## src/dmbm_params.svh

```systemverilog
// Constants for the data memory bank mapper
// Operation
// - Lower 128 bytes reachable by direct and indirect addressing
// - 00h-1Fh register banks, 20h-2Fh bit area, 30h up general
// - Upper 128 bytes reached indirectly or through banks 2-3, plain data storage
// - Expanded 768 bytes appear at external addresses 0000h-02FFh
// - Enable bit set routes in-range external moves on chip
// - Enable bit resets to one; configuration register resets to 02h
// - Pointer external moves beyond 768 bytes go off chip
// - Enable bit clear sends every external move off chip
// - Index external moves put page bits above index byte
// - Page values 0,1,2 pick expanded pages; page register resets 00h
// - Page 3 or disabled: off chip with port two latch high byte
// - Scratchpad plus expanded RAM form 1KB of sixteen 64-byte banks
// - Banking on: direct 40h-7Fh goes to bank select over low six bits
// - Banked 000h-0FFh is scratchpad, expanded RAM 256 bytes higher
// - Window enable bit one turns banking on, zero turns it off
// - Four-bit select picks bank; control register resets to 01h
`ifndef DMBM_PARAMS_SVH
`define DMBM_PARAMS_SVH
`define DMBM_PAGE_ADDR 8'h85
`define DMBM_BANK_ADDR 8'h86
`define DMBM_SYSTEM_CONFIGURATION_ADDR 8'hbf
`define DMBM_PAGE_RST 8'h00
`define DMBM_BANK_RST 8'h01
`define DMBM_SYSTEM_CONFIGURATION_RST 8'h02
`define DMBM_PAGE_MASK 8'h03
`define DMBM_BANK_MASK 8'h8f
`define DMBM_SYSTEM_CONFIGURATION_MASK 8'h93
`define DMBM_XRAM_EN_BIT 1
`define DMBM_BANK_EN_BIT 7
`define DMBM_XRAM_TOP 16'h02ff
`define DMBM_WIN_LO 8'h40
`define DMBM_WIN_HI 8'h7f
`define DMBM_DIRECT_TOP 8'h7f
`define DMBM_PAGE_OFF 2'h3
`endif

```

## src/dmbm_pkg.sv

```systemverilog
// Types for the data memory bank mapper
package dmbm_pkg;
   // Access kinds issued by the core
   typedef enum logic [1:0] {
      DMBM_DIRECT = 2'h0,
      DMBM_INDIRECT = 2'h1,
      DMBM_XPTR = 2'h3,
      DMBM_XIDX = 2'h2
   } dmbm_kind_e;
   // Where an access lands
   typedef enum logic [2:0] {
      DMBM_T_NONE = 3'h0,
      DMBM_T_SCRATCH = 3'h1,
      DMBM_T_XRAM = 3'h3,
      DMBM_T_EXTERNAL = 3'h2,
      DMBM_T_SFR = 3'h6
   } dmbm_target_e;
   // Core request
   typedef struct packed {
      logic valid;
      dmbm_kind_e kind;
      logic [7:0] addr8;
      logic [15:0] pointer;
   } dmbm_req_s;
   // Mapped result
   typedef struct packed {
      logic valid;
      dmbm_target_e target;
      logic [15:0] addr;
   } dmbm_map_s;
   // Block state
   typedef struct packed {
      logic [7:0] page_sel;
      logic [7:0] bank_ctl;
      logic [7:0] system_configuration;
      logic [7:0] rdata;
   } dmbm_state_s;
endpackage

```

## src/dmbm_mapper.sv

```systemverilog
// Data memory address mapper with its three control registers
`timescale 1ns/1ps
`default_nettype none
`include "dmbm_params.svh"
module dmbm_mapper (
   input wire logic clk, // Core clock
   input wire logic resetn, // Async reset, active low
   input wire dmbm_pkg::dmbm_req_s req, // Core data access
   input wire logic [7:0] port_two_latch, // Port two output latch
   input wire logic sfr_wr, // Special register write strobe
   input wire logic sfr_rd, // Special register read strobe
   input wire logic [7:0] sfr_addr, // Special register address
   input wire logic [7:0] sfr_wdata, // Special register write data
   output var logic [7:0] sfr_rdata, // Read data, one cycle after strobe
   output var logic sfr_hit, // Address is one of ours
   output var dmbm_pkg::dmbm_map_s map // Mapped access, combinational
);
   dmbm_pkg::dmbm_state_s st;
   dmbm_pkg::dmbm_state_s next_st;
   logic xram_en;
   logic bank_en;
   logic [3:0] bank_sel;
   logic [1:0] page;

   // Mask decode used by the write path; the hit flag uses is_ours
   function automatic logic [7:0] reg_mask(input logic [7:0] a);
      case (a)
         `DMBM_PAGE_ADDR: reg_mask = `DMBM_PAGE_MASK;
         `DMBM_BANK_ADDR: reg_mask = `DMBM_BANK_MASK;
         `DMBM_SYSTEM_CONFIGURATION_ADDR: reg_mask = `DMBM_SYSTEM_CONFIGURATION_MASK;
         default: reg_mask = 8'h00;
      endcase
   endfunction

   function automatic logic is_ours(input logic [7:0] a);
      is_ours = (a == `DMBM_PAGE_ADDR) || (a == `DMBM_BANK_ADDR) || (a == `DMBM_SYSTEM_CONFIGURATION_ADDR);
   endfunction

   // Fields read live from state
   assign xram_en = st.system_configuration[`DMBM_XRAM_EN_BIT];
   assign bank_en = st.bank_ctl[`DMBM_BANK_EN_BIT];
   assign bank_sel = st.bank_ctl[3:0];
   assign page = st.page_sel[1:0];
   assign sfr_hit = is_ours(sfr_addr);
   assign sfr_rdata = st.rdata;

   // Register file; no write bypass, the mapping sees a write after the next clock edge
   always_comb begin
      next_st = st;
      if (sfr_wr) begin
         case (sfr_addr)
            `DMBM_PAGE_ADDR: next_st.page_sel = sfr_wdata & reg_mask(sfr_addr);
            `DMBM_BANK_ADDR: next_st.bank_ctl = sfr_wdata & reg_mask(sfr_addr);
            `DMBM_SYSTEM_CONFIGURATION_ADDR: next_st.system_configuration = sfr_wdata & reg_mask(sfr_addr);
            default: next_st = st;
         endcase
      end
      // Unmapped addresses read zero; reserved bits read zero
      if (sfr_rd) begin
         case (sfr_addr)
            `DMBM_PAGE_ADDR: next_st.rdata = st.page_sel;
            `DMBM_BANK_ADDR: next_st.rdata = st.bank_ctl;
            `DMBM_SYSTEM_CONFIGURATION_ADDR: next_st.rdata = st.system_configuration;
            default: next_st.rdata = 8'h00;
         endcase
      end
   end

   always_ff @(posedge clk or negedge resetn) begin
      if (!resetn) begin
         st.page_sel <= `DMBM_PAGE_RST;
         st.bank_ctl <= `DMBM_BANK_RST;
         st.system_configuration <= `DMBM_SYSTEM_CONFIGURATION_RST;
         st.rdata <= 8'h00;
      end else begin
         st <= next_st;
      end
   end

   // Address mapping, purely combinational so a register write is seen next cycle
   always_comb begin
      map.valid = req.valid;
      map.target = dmbm_pkg::DMBM_T_NONE;
      map.addr = 16'h0000;
      if (req.valid) begin
         case (req.kind)
            dmbm_pkg::DMBM_DIRECT: begin
               if (req.addr8 > `DMBM_DIRECT_TOP) begin
                  map.target = dmbm_pkg::DMBM_T_SFR;
                  map.addr = {8'h00, req.addr8};
               end else if (bank_en && req.addr8 >= `DMBM_WIN_LO) begin
                  // 1KB logical space: top two bank bits pick scratch or expanded
                  if (bank_sel[3:2] == 2'h0) begin
                     map.target = dmbm_pkg::DMBM_T_SCRATCH;
                     map.addr = {8'h00, bank_sel[1:0], req.addr8[5:0]};
                  end else begin
                     // Banks 4-15 cover all 768 expanded bytes, 000h-2FFh
                     map.target = dmbm_pkg::DMBM_T_XRAM;
                     map.addr = {6'h00, bank_sel - 4'h4, req.addr8[5:0]};
                  end
               end else begin
                  // Register banks, bit area, general storage in place
                  map.target = dmbm_pkg::DMBM_T_SCRATCH;
                  map.addr = {8'h00, req.addr8};
               end
            end
            dmbm_pkg::DMBM_INDIRECT: begin
               map.target = dmbm_pkg::DMBM_T_SCRATCH;
               map.addr = {8'h00, req.addr8};
            end
            dmbm_pkg::DMBM_XPTR: begin
               map.addr = req.pointer;
               if (xram_en && req.pointer <= `DMBM_XRAM_TOP) begin
                  map.target = dmbm_pkg::DMBM_T_XRAM;
               end else begin
                  map.target = dmbm_pkg::DMBM_T_EXTERNAL;
               end
            end
            dmbm_pkg::DMBM_XIDX: begin
               if (xram_en && page != `DMBM_PAGE_OFF) begin
                  map.target = dmbm_pkg::DMBM_T_XRAM;
                  map.addr = {6'h00, page, req.addr8};
               end else begin
                  map.target = dmbm_pkg::DMBM_T_EXTERNAL;
                  map.addr = {port_two_latch, req.addr8};
               end
            end
            default: map.target = dmbm_pkg::DMBM_T_NONE;
         endcase
      end
   end

   // Checks beside the logic they guard
   a_reset_values: assert property (@(posedge clk) $rose(resetn) |->
      st.system_configuration == 8'h02 && st.bank_ctl == 8'h01 && st.page_sel == 8'h00)
      else $error("reset values wrong");
   a_ptr_in_range: assert property (@(posedge clk) disable iff (!resetn)
      req.valid && req.kind == dmbm_pkg::DMBM_XPTR && xram_en && req.pointer < 16'h0300
      |-> map.target == dmbm_pkg::DMBM_T_XRAM && map.addr == req.pointer)
      else $error("pointer access not on chip");
   a_ptr_beyond: assert property (@(posedge clk) disable iff (!resetn)
      req.valid && req.kind == dmbm_pkg::DMBM_XPTR && req.pointer >= 16'h0300
      |-> map.target == dmbm_pkg::DMBM_T_EXTERNAL)
      else $error("pointer beyond range not external");
   a_xram_off: assert property (@(posedge clk) disable iff (!resetn)
      req.valid && req.kind[1] && !xram_en |-> map.target == dmbm_pkg::DMBM_T_EXTERNAL)
      else $error("disabled expanded RAM reached");
   a_idx_page: assert property (@(posedge clk) disable iff (!resetn)
      req.valid && req.kind == dmbm_pkg::DMBM_XIDX && xram_en && page != 2'h3
      |-> map.target == dmbm_pkg::DMBM_T_XRAM && map.addr == {6'h00, page, req.addr8})
      else $error("index page mapping wrong");
   a_idx_offchip: assert property (@(posedge clk) disable iff (!resetn)
      req.valid && req.kind == dmbm_pkg::DMBM_XIDX && page == 2'h3
      |-> map.addr == {port_two_latch, req.addr8})
      else $error("off-chip index address wrong");
   a_bank_window: assert property (@(posedge clk) disable iff (!resetn)
      req.valid && req.kind == dmbm_pkg::DMBM_DIRECT && bank_en && req.addr8[7:6] == 2'h1
      && bank_sel >= 4'h4 |-> map.target == dmbm_pkg::DMBM_T_XRAM
      && map.addr[9:0] == {bank_sel, req.addr8[5:0]} - 10'h100)
      else $error("bank window address wrong");
   a_bank_off: assert property (@(posedge clk) disable iff (!resetn)
      req.valid && req.kind == dmbm_pkg::DMBM_DIRECT && !bank_en && !req.addr8[7]
      |-> map.target == dmbm_pkg::DMBM_T_SCRATCH && map.addr == {8'h00, req.addr8})
      else $error("direct access disturbed");
   a_write_next: assert property (@(posedge clk) disable iff (!resetn)
      sfr_wr && sfr_addr == 8'h86 |=> st.bank_ctl == ($past(sfr_wdata) & 8'h8f))
      else $error("bank write not taken next cycle");
   a_indirect_hi: assert property (@(posedge clk) disable iff (!resetn)
      req.valid && req.kind == dmbm_pkg::DMBM_INDIRECT
      |-> map.target == dmbm_pkg::DMBM_T_SCRATCH && map.addr[7:0] == req.addr8)
      else $error("indirect access misrouted");

   // Decode of our three addresses
   a_hit_decode: assert property (@(posedge clk) disable iff (!resetn)
      sfr_hit == (sfr_addr == 8'h85 || sfr_addr == 8'h86 || sfr_addr == 8'hbf))
      else $error("register decode wrong");

   // Page register read back
   a_rd_page: assert property (@(posedge clk) disable iff (!resetn)
      sfr_rd && sfr_addr == 8'h85 |=> sfr_rdata == $past(st.page_sel))
      else $error("page read wrong");

   // Bank register read back
   a_rd_bank: assert property (@(posedge clk) disable iff (!resetn)
      sfr_rd && sfr_addr == 8'h86 |=> sfr_rdata == $past(st.bank_ctl))
      else $error("bank read wrong");

   // Configuration register read back
   a_rd_conf: assert property (@(posedge clk) disable iff (!resetn)
      sfr_rd && sfr_addr == 8'hbf |=> sfr_rdata == $past(st.system_configuration))
      else $error("configuration read wrong");

   // Foreign addresses read zero
   a_rd_other: assert property (@(posedge clk) disable iff (!resetn)
      sfr_rd && !sfr_hit |=> sfr_rdata == 8'h00)
      else $error("foreign read not zero");

   // Read data stands until the next read
   a_rd_hold: assert property (@(posedge clk) disable iff (!resetn)
      !sfr_rd |=> $stable(sfr_rdata))
      else $error("read data moved");

   // Reserved page bits stay zero
   a_page_resv: assert property (@(posedge clk) disable iff (!resetn)
      st.page_sel[7:2] == 6'h00)
      else $error("page reserved bits set");

   // Reserved bank bits stay zero
   a_bank_resv: assert property (@(posedge clk) disable iff (!resetn)
      st.bank_ctl[6:4] == 3'h0)
      else $error("bank reserved bits set");

   // Reserved configuration bits stay zero
   a_conf_resv: assert property (@(posedge clk) disable iff (!resetn)
      (st.system_configuration & 8'h6c) == 8'h00)
      else $error("configuration reserved bits set");

   // Page write lands on the next clock edge
   a_page_write: assert property (@(posedge clk) disable iff (!resetn)
      sfr_wr && sfr_addr == 8'h85 |=> st.page_sel == ($past(sfr_wdata) & 8'h03))
      else $error("page write not taken");

   // Configuration write lands on the next clock edge
   a_conf_write: assert property (@(posedge clk) disable iff (!resetn)
      sfr_wr && sfr_addr == 8'hbf |=> st.system_configuration == ($past(sfr_wdata) & 8'h93))
      else $error("configuration write not taken");

   // No strobe, no change
   a_regs_hold: assert property (@(posedge clk) disable iff (!resetn)
      !sfr_wr |=> $stable(st.page_sel) && $stable(st.bank_ctl) && $stable(st.system_configuration))
      else $error("register moved without write");

   // Idle core gives no access
   a_map_idle: assert property (@(posedge clk) disable iff (!resetn)
      !req.valid |-> !map.valid && map.target == dmbm_pkg::DMBM_T_NONE)
      else $error("idle access mapped");

   // Valid follows the request
   a_map_valid: assert property (@(posedge clk) disable iff (!resetn)
      map.valid == req.valid)
      else $error("valid not passed through");

   // Every live access lands somewhere
   a_map_some: assert property (@(posedge clk) disable iff (!resetn)
      req.valid |-> map.target != dmbm_pkg::DMBM_T_NONE)
      else $error("live access unmapped");

   // Direct upper half reaches special registers
   a_direct_sfr: assert property (@(posedge clk) disable iff (!resetn)
      req.valid && req.kind == dmbm_pkg::DMBM_DIRECT && req.addr8[7]
      |-> map.target == dmbm_pkg::DMBM_T_SFR && map.addr == {8'h00, req.addr8})
      else $error("direct upper access misrouted");

   // Register banks and bit area never banked
   a_direct_low: assert property (@(posedge clk) disable iff (!resetn)
      req.valid && req.kind == dmbm_pkg::DMBM_DIRECT && req.addr8 <= 8'h3f
      |-> map.target == dmbm_pkg::DMBM_T_SCRATCH && map.addr == {8'h00, req.addr8})
      else $error("low direct access disturbed");

   // Banks 0-3 stay in scratchpad
   a_win_scratch: assert property (@(posedge clk) disable iff (!resetn)
      req.valid && req.kind == dmbm_pkg::DMBM_DIRECT && bank_en && req.addr8[7:6] == 2'h1
      && bank_sel < 4'h4 |-> map.target == dmbm_pkg::DMBM_T_SCRATCH
      && map.addr == {8'h00, bank_sel[1:0], req.addr8[5:0]})
      else $error("scratch bank address wrong");

   // Window off leaves 40h-7Fh in place
   a_win_off: assert property (@(posedge clk) disable iff (!resetn)
      req.valid && req.kind == dmbm_pkg::DMBM_DIRECT && !bank_en && req.addr8[7:6] == 2'h1
      |-> map.target == dmbm_pkg::DMBM_T_SCRATCH && map.addr == {8'h00, req.addr8})
      else $error("window active while off");

   // Expanded banks stay inside 768 bytes
   a_win_top: assert property (@(posedge clk) disable iff (!resetn)
      req.valid && req.kind == dmbm_pkg::DMBM_DIRECT && bank_en && req.addr8[7:6] == 2'h1
      && bank_sel >= 4'h4 |-> map.addr <= 16'h02ff)
      else $error("bank beyond expanded RAM");

   // Window keeps the low six bits
   a_win_bits: assert property (@(posedge clk) disable iff (!resetn)
      req.valid && req.kind == dmbm_pkg::DMBM_DIRECT && bank_en && req.addr8[7:6] == 2'h1
      |-> map.addr[5:0] == req.addr8[5:0])
      else $error("window offset lost");

   // Pointer moves with expanded RAM off
   a_ptr_off: assert property (@(posedge clk) disable iff (!resetn)
      req.valid && req.kind == dmbm_pkg::DMBM_XPTR && !xram_en
      |-> map.target == dmbm_pkg::DMBM_T_EXTERNAL && map.addr == req.pointer)
      else $error("pointer move not off chip");

   // Pointer address passes unchanged
   a_ptr_addr: assert property (@(posedge clk) disable iff (!resetn)
      req.valid && req.kind == dmbm_pkg::DMBM_XPTR |-> map.addr == req.pointer)
      else $error("pointer address altered");

   // Low pointer addresses on chip when enabled
   a_ptr_low: assert property (@(posedge clk) disable iff (!resetn)
      req.valid && req.kind == dmbm_pkg::DMBM_XPTR && xram_en && req.pointer <= 16'h00ff
      |-> map.target == dmbm_pkg::DMBM_T_XRAM)
      else $error("low pointer not on chip");

   // On-chip pointer addresses have no high bits
   a_ptr_hi_zero: assert property (@(posedge clk) disable iff (!resetn)
      req.valid && req.kind == dmbm_pkg::DMBM_XPTR && map.target == dmbm_pkg::DMBM_T_XRAM
      |-> map.addr[15:10] == 6'h00)
      else $error("on-chip pointer too high");

   // Index moves with expanded RAM off
   a_idx_off: assert property (@(posedge clk) disable iff (!resetn)
      req.valid && req.kind == dmbm_pkg::DMBM_XIDX && !xram_en
      |-> map.target == dmbm_pkg::DMBM_T_EXTERNAL && map.addr == {port_two_latch, req.addr8})
      else $error("index move not off chip");

   // Page three always goes off chip
   a_idx_page3: assert property (@(posedge clk) disable iff (!resetn)
      req.valid && req.kind == dmbm_pkg::DMBM_XIDX && page == 2'h3
      |-> map.target == dmbm_pkg::DMBM_T_EXTERNAL)
      else $error("page three kept on chip");

   // Index byte is the low address byte
   a_idx_low: assert property (@(posedge clk) disable iff (!resetn)
      req.valid && req.kind == dmbm_pkg::DMBM_XIDX |-> map.addr[7:0] == req.addr8)
      else $error("index byte lost");

   // External moves on chip stay below 300h
   a_xram_range: assert property (@(posedge clk) disable iff (!resetn)
      req.valid && req.kind[1] && map.target == dmbm_pkg::DMBM_T_XRAM
      |-> map.addr <= 16'h02ff)
      else $error("expanded address out of range");

   // Lower indirect half in scratchpad
   a_indirect_lo: assert property (@(posedge clk) disable iff (!resetn)
      req.valid && req.kind == dmbm_pkg::DMBM_INDIRECT && !req.addr8[7]
      |-> map.target == dmbm_pkg::DMBM_T_SCRATCH && map.addr == {8'h00, req.addr8})
      else $error("lower indirect misrouted");

   // Upper indirect half is plain RAM, never special registers
   a_indirect_up: assert property (@(posedge clk) disable iff (!resetn)
      req.valid && req.kind == dmbm_pkg::DMBM_INDIRECT && req.addr8[7]
      |-> map.target == dmbm_pkg::DMBM_T_SCRATCH && map.addr[15:8] == 8'h00)
      else $error("upper indirect misrouted");

   // Direct access outside the live window never reaches expanded RAM
   a_direct_noxr: assert property (@(posedge clk) disable iff (!resetn)
      req.valid && req.kind == dmbm_pkg::DMBM_DIRECT && !(bank_en && req.addr8[7:6] == 2'h1)
      |-> map.target != dmbm_pkg::DMBM_T_XRAM)
      else $error("direct access leaked to expanded RAM");

   // Only external moves leave the chip
   a_ext_kind: assert property (@(posedge clk) disable iff (!resetn)
      req.valid && map.target == dmbm_pkg::DMBM_T_EXTERNAL |-> req.kind[1])
      else $error("internal access sent off chip");

   // Only direct accesses reach special registers
   a_sfr_kind: assert property (@(posedge clk) disable iff (!resetn)
      req.valid && map.target == dmbm_pkg::DMBM_T_SFR
      |-> req.kind == dmbm_pkg::DMBM_DIRECT)
      else $error("special register reached indirectly");

   // Read data clear coming out of reset
   a_rd_reset: assert property (@(posedge clk) $rose(resetn) |-> sfr_rdata == 8'h00)
      else $error("read data not cleared");

   // Bank select field follows the register
   a_bank_field: assert property (@(posedge clk) disable iff (!resetn)
      sfr_wr && sfr_addr == 8'h86 |=> bank_sel == $past(sfr_wdata[3:0]))
      else $error("bank select not taken");

   // Window enable follows the register
   a_bank_enable: assert property (@(posedge clk) disable iff (!resetn)
      sfr_wr && sfr_addr == 8'h86 |=> bank_en == $past(sfr_wdata[7]))
      else $error("window enable not taken");
endmodule
`default_nettype wire

```

## config.mk

```make
export PLATFORM = sky130hd
export DESIGN_NAME = dmbm_mapper
export DESIGN_NICKNAME = d
export VERILOG_FILES = /design/src/dmbm_pkg.sv /design/src/dmbm_mapper.sv
export VERILOG_INCLUDE_DIRS = /design/src /design/src/src
export SDC_FILE = /design/constraint.sdc
export NUM_CORES = 1
export LEC_CHECK = 0
export CORE_AREA = 2 2 49 51
export CTS_CLUSTER_SIZE = 24
export DETAILED_ROUTE_END_ITERATION = 8
export DIE_AREA = 0 0 51 53
export DONT_BUFFER_PORTS = 1
export PLACE_DENSITY = 0.76
export REMOVE_ABC_BUFFERS = 1
export SLEW_MARGIN = 10
export SYNTH_ARGS = -nofsm -noshare
export SYNTH_HDL_FRONTEND = slang
export SYNTH_SLANG_ARGS = --single-unit
```

## constraint.sdc

```tcl
create_clock -name clk -period 1.7 [get_ports clk]
set_input_delay 0.34 -clock clk [delete_from_list [all_inputs] [get_ports clk]]
set_output_delay 0.34 -clock clk [all_outputs]
set_load 0.01 [all_outputs]
```

==> results of run 1 <==
state kept, by name (all words and copies together) (netlist names):
name and cells:
bank_en 1, bank_sel 4, page 2, sfr_rdata 6
st 4
final timing paths:
| check | from | to | slack [ps] | cells after the start |
|---|---|---|---|---|
| setup / recovery | st[9] | map[8] | -250 | 5 |
| hold / removal | sfr_rd | sfr_rdata[1] | 130 | 1 |
| setup reg to reg | st[9] | sfr_rdata[1] | 510 | 5 |
| hold reg to reg | st[12] | sfr_rdata[4] | 520 | 2 |
| max in group asynchronous | resetn | sfr_rdata[4] | 690 | 1 |
| min in group asynchronous | resetn | page[1] | 540 | 1 |
cell families (layout without fill, tap and decap cells):
| kind of cell | count (synthesis) | after routing |
|---|---|---|
| AO/OA/AOI/OAI | 39 | 39 |
| buffers and inverters | 23 | 25 |
| flip-flops | 17 | 17 |
| multiplexers | 11 | 11 |
| other | 1 | 2 |
| AND/OR/NAND/NOR | 58 | 58 |
metrics by stage:
| step | instances | setup WS (ps) | hold slack [ps] | power (uW) |
|---|---|---|---|---|
| 2_1_floorplan | 135 | 11.64 | 44.41 | 525.0 |
| 3_3_place_gp | 172 | -0.3331 | 44.72 | 551.2 |
| 3_5_place_dp | 172 | -33.58 | 44.76 | 556.0 |
| 4_1_cts | 181 | -254.5 | 121.8 | 805.7 |
| 5_1_grt | 180 | -324.1 | 116.4 | 839.8 |
| 6_report | 180 | -247.5 | 132.3 | 799.3 |
area by class of cell:
cell class	instances	area, sq um
multi-input combinational	110	765.7
fill	182	762.0
sequential	17	427.9
timing repair buffer	13	100.1
tap	28	35.03
inverter	8	30.03
clock buffer	3	22.52
clock inverter	1	5.005
metal layers:
metal | part of all wire | routed length, microns
met1 | 0.39 | 1243
met2 | 0.51 | 1623
met3 | 0.083 | 263
met4 | 0.012 | 38
met5 | 0 | 0
report_power, final:
| part | total [uW] | internal [uW] | switching, uW |
|---|---|---|---|
| Combinational | 143 | 64.4 | 78.9 |
| Clock | 225 | 87.8 | 137 |
| Sequential | 431 | 419 | 12.2 |
cell usage after synthesis:
cell type / instances / area, sq um
a21boi_0: 6 / 45.04
a21boi_1: 1 / 7.510
a21oi_1: 1 / 5.000
a222oi_1: 2 / 20.02
a22oi_1: 9 / 67.56
a2bb2oi_1: 2 / 17.52
a31oi_1: 2 / 12.51
and2_1: 1 / 6.260
and3_1: 2 / 12.51
and4_1: 1 / 8.760
buf_1: 1 / 3.750
buf_4: 9 / 67.56
clkbuf_1: 5 / 18.77
conb_1: 1 / 3.750
dfrtp_1: 15 / 375.4
dfstp_2: 2 / 52.55
inv_1: 8 / 30.03
mux2_1: 2 / 22.52
mux2_2: 9 / 101.4
nand2_1: 25 / 93.84
nand3_1: 3 / 15.01
nand4_1: 3 / 18.77
nand4b_1: 2 / 17.52
nor2_1: 13 / 48.80
nor2b_1: 2 / 12.51
nor3_1: 2 / 10.01
nor4_1: 1 / 6.260
nor4_2: 1 / 12.51
nor4_4: 1 / 21.27
o211ai_1: 2 / 15.01
o21a_1: 2 / 15.01
o21ai_0: 3 / 15.01
o21bai_1: 1 / 7.510
o22ai_1: 7 / 43.79
o32ai_1: 1 / 8.760
or4b_4: 1 / 13.76
worst register-to-register path: cells and delay by family, from the launching register on:
kind	cells	cell delay [ps]
compound gates	3	410
flops	1	390
buf+inv	2	270
timing repair:
item | 4_1_cts | 5_1_grt
setup buffers | 5 | 0
hold endpoints to repair | 17 | 0
hold buffers | 1 | 0
setup endpoints to repair | 10 | 10
gates resized for setup | 10 | 5
pin swaps | 13 | 7
==> out/summary.txt, run 1 <==
Synth Register Bits = 17
Worst-path maximum fanout = 4
Pre-antenna DRT Iters = 5
Total number of vias = 1188
Synth Instances = 149
Failing checks = setup timing
Initial DRC count = 49
DP Area = 1270 sq um
Gr busiest metal = met2
Skew final = 3.934 ps
Yosys cell types = 36
CTS Sinks = 17
Largest stage delay, worst path = 550 ps
RSZ-0062 raised after global routing = yes
CP top delay family = flip-flops
Final Core Density = 0.6453
CP arrival = 1610 ps
Setup TNS = -786.4 ps
HPWL Detailed = 2346 microns
CTS tree = done
Critical-path cell list = inv_2 > nor2_2 > o22ai_1 > a222oi_1 > buf_4
Worst vdd ir = 0.4249 mV
CTS buffer count = 3
Drt total wl = 3169 microns
Routed wire per std cell = 17.61 microns
Bufs and invs on worst path = 2
Post-Synth Adder-Cell Area = 0
Final WS setup = -247.5 ps
Final worst-path cycle share = 1.146
P per Cell Area = 576.5 nW/um^2
Post-synthesis sequential area ratio = 0.3413
Period minus WS final = 1947 ps
DR vias/cell = 6.600
Relative slew slack = 0.4984
Diode count = 0
First-pass GRT wire length = 4781 microns
I/O Pins = 84
Simple-Gate Fraction of Synth Area = 0.2375
Max Buffers Root-to-Sink = 2
Total die area = 2703 sq um
Initial Util = 0.5836
Final setup fails = 10
Max-slew violation count = 0
Skew-Pair Late Insertion Delay = 300 ps
Largest family of logic cells by synthesized area = simple AND/OR/NAND/NOR gates
Synthesized cell area = 1254 sq um
Max-cap viol count = 0
Area grow syn2layout = 10.58%
PortBufs = 0
Pleak = 0.0005677 uW
Commonest non-fill, non-tap cell in the layout = nand2_1
Syn_area_per_cell = 8.414 sq um
Compound-Gate Fraction of Synth Area = 0.2236
All-layer global routing usage = 0.2418
Worst Setup Path Type = reg2out
Mux contribution to synthesized area = 0.09880
Met1 Use GR = 0.2739
Grt ovf = 0
CP Launch Type = flop
CP max-delay cell = dfstp_2
Status = finished with violations
Clock transition at path regs = 110 ps
Met3 usage = 0.07910
Routing usage on met2 = 0.4156
Worst hold path type = in2reg
Die X = 51 microns
Final ANT Viol Nets = 0
Post-route cell area = 1386 sq um
Core ar. = 2148 sq um
Most frequent cells in the layout = nand2_1, dfrtp_1, buf_4
FP Rows = 17
Fraction of layout cells with a size suffix above 1 = 0.2763
Nets@finish = 208
Pin count of the biggest net entering global routing = 18
Max Clk Rate = 513.5 MHz
Setup crit end kind = primary output
Die Height = 53 microns
Drc violations = 0
Gp weighted congestion = 0.8187
Actual slew at the worst max-slew pin = 749.9 ps
Final hold violation count = 0
Number of global-route vias before repair = 1108
Ys Warns = 0
CP required = 1360 ps
Root Driver = clkbuf_4
Initial antenna violation count = 0
CTS HTree Levels = 1
XOR/XNOR Fraction of Synth Area = 0
(Power assumes the default switching activity.)
==> run 2: changes to the inputs <==
- CORE_AREA: 2 2 49 51 -> 2 2 53 55
- DIE_AREA: 0 0 51 53 -> 0 0 55 57
- PLACE_DENSITY: 0.76 -> 0.66
==> out/summary.txt, run 2 (synthesis results as in run 1) <==
Power share of the clock group = 0.268 (-0.014)
Grt ovf = 0 (unchanged)
Number of global-route vias before repair = 1021 (-7.9%)
Final setup fails = 4 (-6)
Status = finished with violations
Total die area = 3135 sq um (+16%)
Most frequent cells in the layout = nand2_1, dfrtp_1, buf_4
Max Buffers Root-to-Sink = 2 (unchanged)
Hold path depth = 1 (unchanged)
Worst-path maximum fanout = 5 (+1)
All-layer global routing usage = 0.1864 (-0.05545)
Core ar. = 2615 sq um (+22%)
Final hold violation count = 0 (unchanged)
Dpl ws = -39.39 ps (-5.813 ps)
Pin count of the biggest net entering global routing = 18 (unchanged)
CTS Sinks = 17 (unchanged)
Max Clk Rate = 524.0 MHz (+2.1%)
Root Driver = clkbuf_4
Worst Setup Path Type = reg2out
Internal power = 570.8 uW (about the same)
Comb power frac = 0.182 (+0.003)
Pre-antenna DRT Iters = 4 (-1)
Nets@finish = 207 (-0.48%)
Initial antenna violation count = 0 (unchanged)
Drt total wl = 2937 microns (-7.3%)
Skew final = 6.389 ps (+2.454 ps)
Gp weighted congestion = 0.9223 (+13%)
Worst vdd ir = 0.4991 mV (+17%)
Final ANT Viol Nets = 0 (unchanged)
Total number of vias = 1143 (-3.8%)
FP Rows = 19 (+2)
Final worst-path cycle share = 1.123 (-0.02304)
Final WS setup = -208.3 ps (+39.17 ps)
Actual slew at the worst max-slew pin = 705.5 ps (-44.44 ps)
Relative slew slack = 0.5281 (+0.02973)
Failing checks = setup timing
Hold_sp = sfr_rd
Skew-Pair Late Insertion Delay = 290 ps (about the same)
Reg2Reg Launch Point = st[9]
Drc violations = 0 (unchanged)
HPWL Detailed = 2304 microns (-1.8%)
Initial DRC count = 32 (-35%)
CTS buffer count = 3 (unchanged)
Period minus WS final = 1908 ps (-39.17 ps)
Routed wire per std cell = 16.14 microns (-8.3%)
Final Core Density = 0.5359 (-0.1094)
P per Cell Area = 559.4 nW/um^2 (-3.0%)
CP Launch Type = flop
Fillers = 252 (+38%)
Worst R2R Path Depth = 4 (-1)
Pleak = 0.0005663 uW (-0.25%)
CP required = 1360 ps (about the same)
Die X = 55 microns (+7.8%)
I/O Pins = 84 (unchanged)
Max-slew violation count = 0 (unchanged)
Reg power frac = 0.550 (+0.011)
Max-cap viol count = 0 (unchanged)
Post-route cell area = 1401 sq um (+1.1%)
CTS tree = done
DP Area = 1274 sq um (+0.30%)
Worst hold path type = in2reg
Initial Util = 0.4794 (-0.1042)
PortBufs = 0 (unchanged)
Design Power = 783.8 uW (-1.9%)
Net Sw Frac = 0.2718 (-0.01412)
Commonest non-fill, non-tap cell in the layout = nand2_1
Area grow syn2layout = 11.78%
Max reg flops = 6 (unchanged)
Clock transition at path regs = 100 ps (about the same)
First-pass GRT wire length = 4360 microns (-8.8%)
CP arrival = 1570 ps (-40 ps)
RSZ-0062 raised after global routing = yes
Diode count = 0 (unchanged)
Die Height = 57 microns (+7.5%)
DR vias/cell = 6.280 (-4.8%)
CTS HTree Levels = 1 (unchanged)
Net Sw Power = 213.1 uW (-6.8%)
Setup crit end kind = primary output
Worst Setup SP = st[9]
Fraction of layout cells with a size suffix above 1 = 0.2914 (+0.01507)
## run 2: changes by cell type in the layout (fill, tap and decap cells not counted)
cell      previous run  this run
inv_4                0         1
nor2_4               0         1
nor2_1               8         7
o21bai_2             0         1
nor4_2               2         1
inv_2                1         0
o22ai_1              7         6
o21bai_4             1         0
nor4_4               1         2
o22ai_2              0         1
dfrtp_2              0         1
buf_4               12        11
dfrtp_1             15        14
## run 2: per-stage QoR
stage / std cells / hold slack (ps) / TNS [ps]
2_1_floorplan: 135 / 44.41 / 0
3_3_place_gp: 175 / 44.82 / -9.238
3_5_place_dp: 175 / 44.78 / -79.85
4_1_cts: 180 / 143.5 / -463.1
5_1_grt: 182 / 122.9 / -1433
6_report: 182 / 143.9 / -589.0
## run 2: per-layer routing
metal,vias up,part of all wire,wire length (microns),GRT usage
met1,574,0.40,1183,0.2323
li1,538,-,-,-
met5,-,0,0,0
met3,0,0.065,192,0.07068
met4,0,0,0,0.03136
met2,31,0.53,1561,0.3078
## run 2: critical path: stages, from the launching register on
cell and delay (ps):
dfstp_2 560, inv_4 50, nor2_1 80, o22ai_1 70, a222oi_1 340, buf_4 180
## run 2: cell type report
cell class	count	area, sq um	share of cell area
multi-input cells	110	780.7	0.5571
flip-flops and latches	17	429.2	0.3063
repair buffers	12	92.59	0.06607
well taps	31	38.79	0.02768
inverters	8	32.53	0.02321
clock buffers	3	22.52	0.01607
clock inverters	1	5.005	0.003571
## run 2: repair_timing
| action | 4_1_cts | 5_1_grt |
|---|---|---|
| buffers inserted | 1 | 2 |
| endpoints found under the hold margin | 17 | 0 |
| endpoints found under the setup margin | 10 | 10 |
| pin swaps | 9 | 4 |
| gates resized for setup | 7 | 12 |
| hold buffers | 1 | 0 |
| gates cloned | 0 | 0 |
## run 2: power by group through the flow
| stage | clock network (uW) | logic (uW) | registers, uW |
|---|---|---|---|
| after floorplan | 0 | 90.3 | 435 |
| after detailed placement | 0 | 117 | 438 |
| after CTS | 213 | 132 | 429 |
| after global routing | 239 | 157 | 433 |
| after global placement | 0 | 114 | 437 |
| final | 210 | 143 | 431 |
## run 2: path summary, 6_finish.rpt
kind	slack, ps	to
setup / recovery	-210	map[8]
hold reg to reg	520	st[12]
setup reg to reg	580	sfr_rdata[1]
max in group asynchronous	680	page[0]
min in group asynchronous	530	bank_sel[1]
hold / removal	140	sfr_rdata[7]
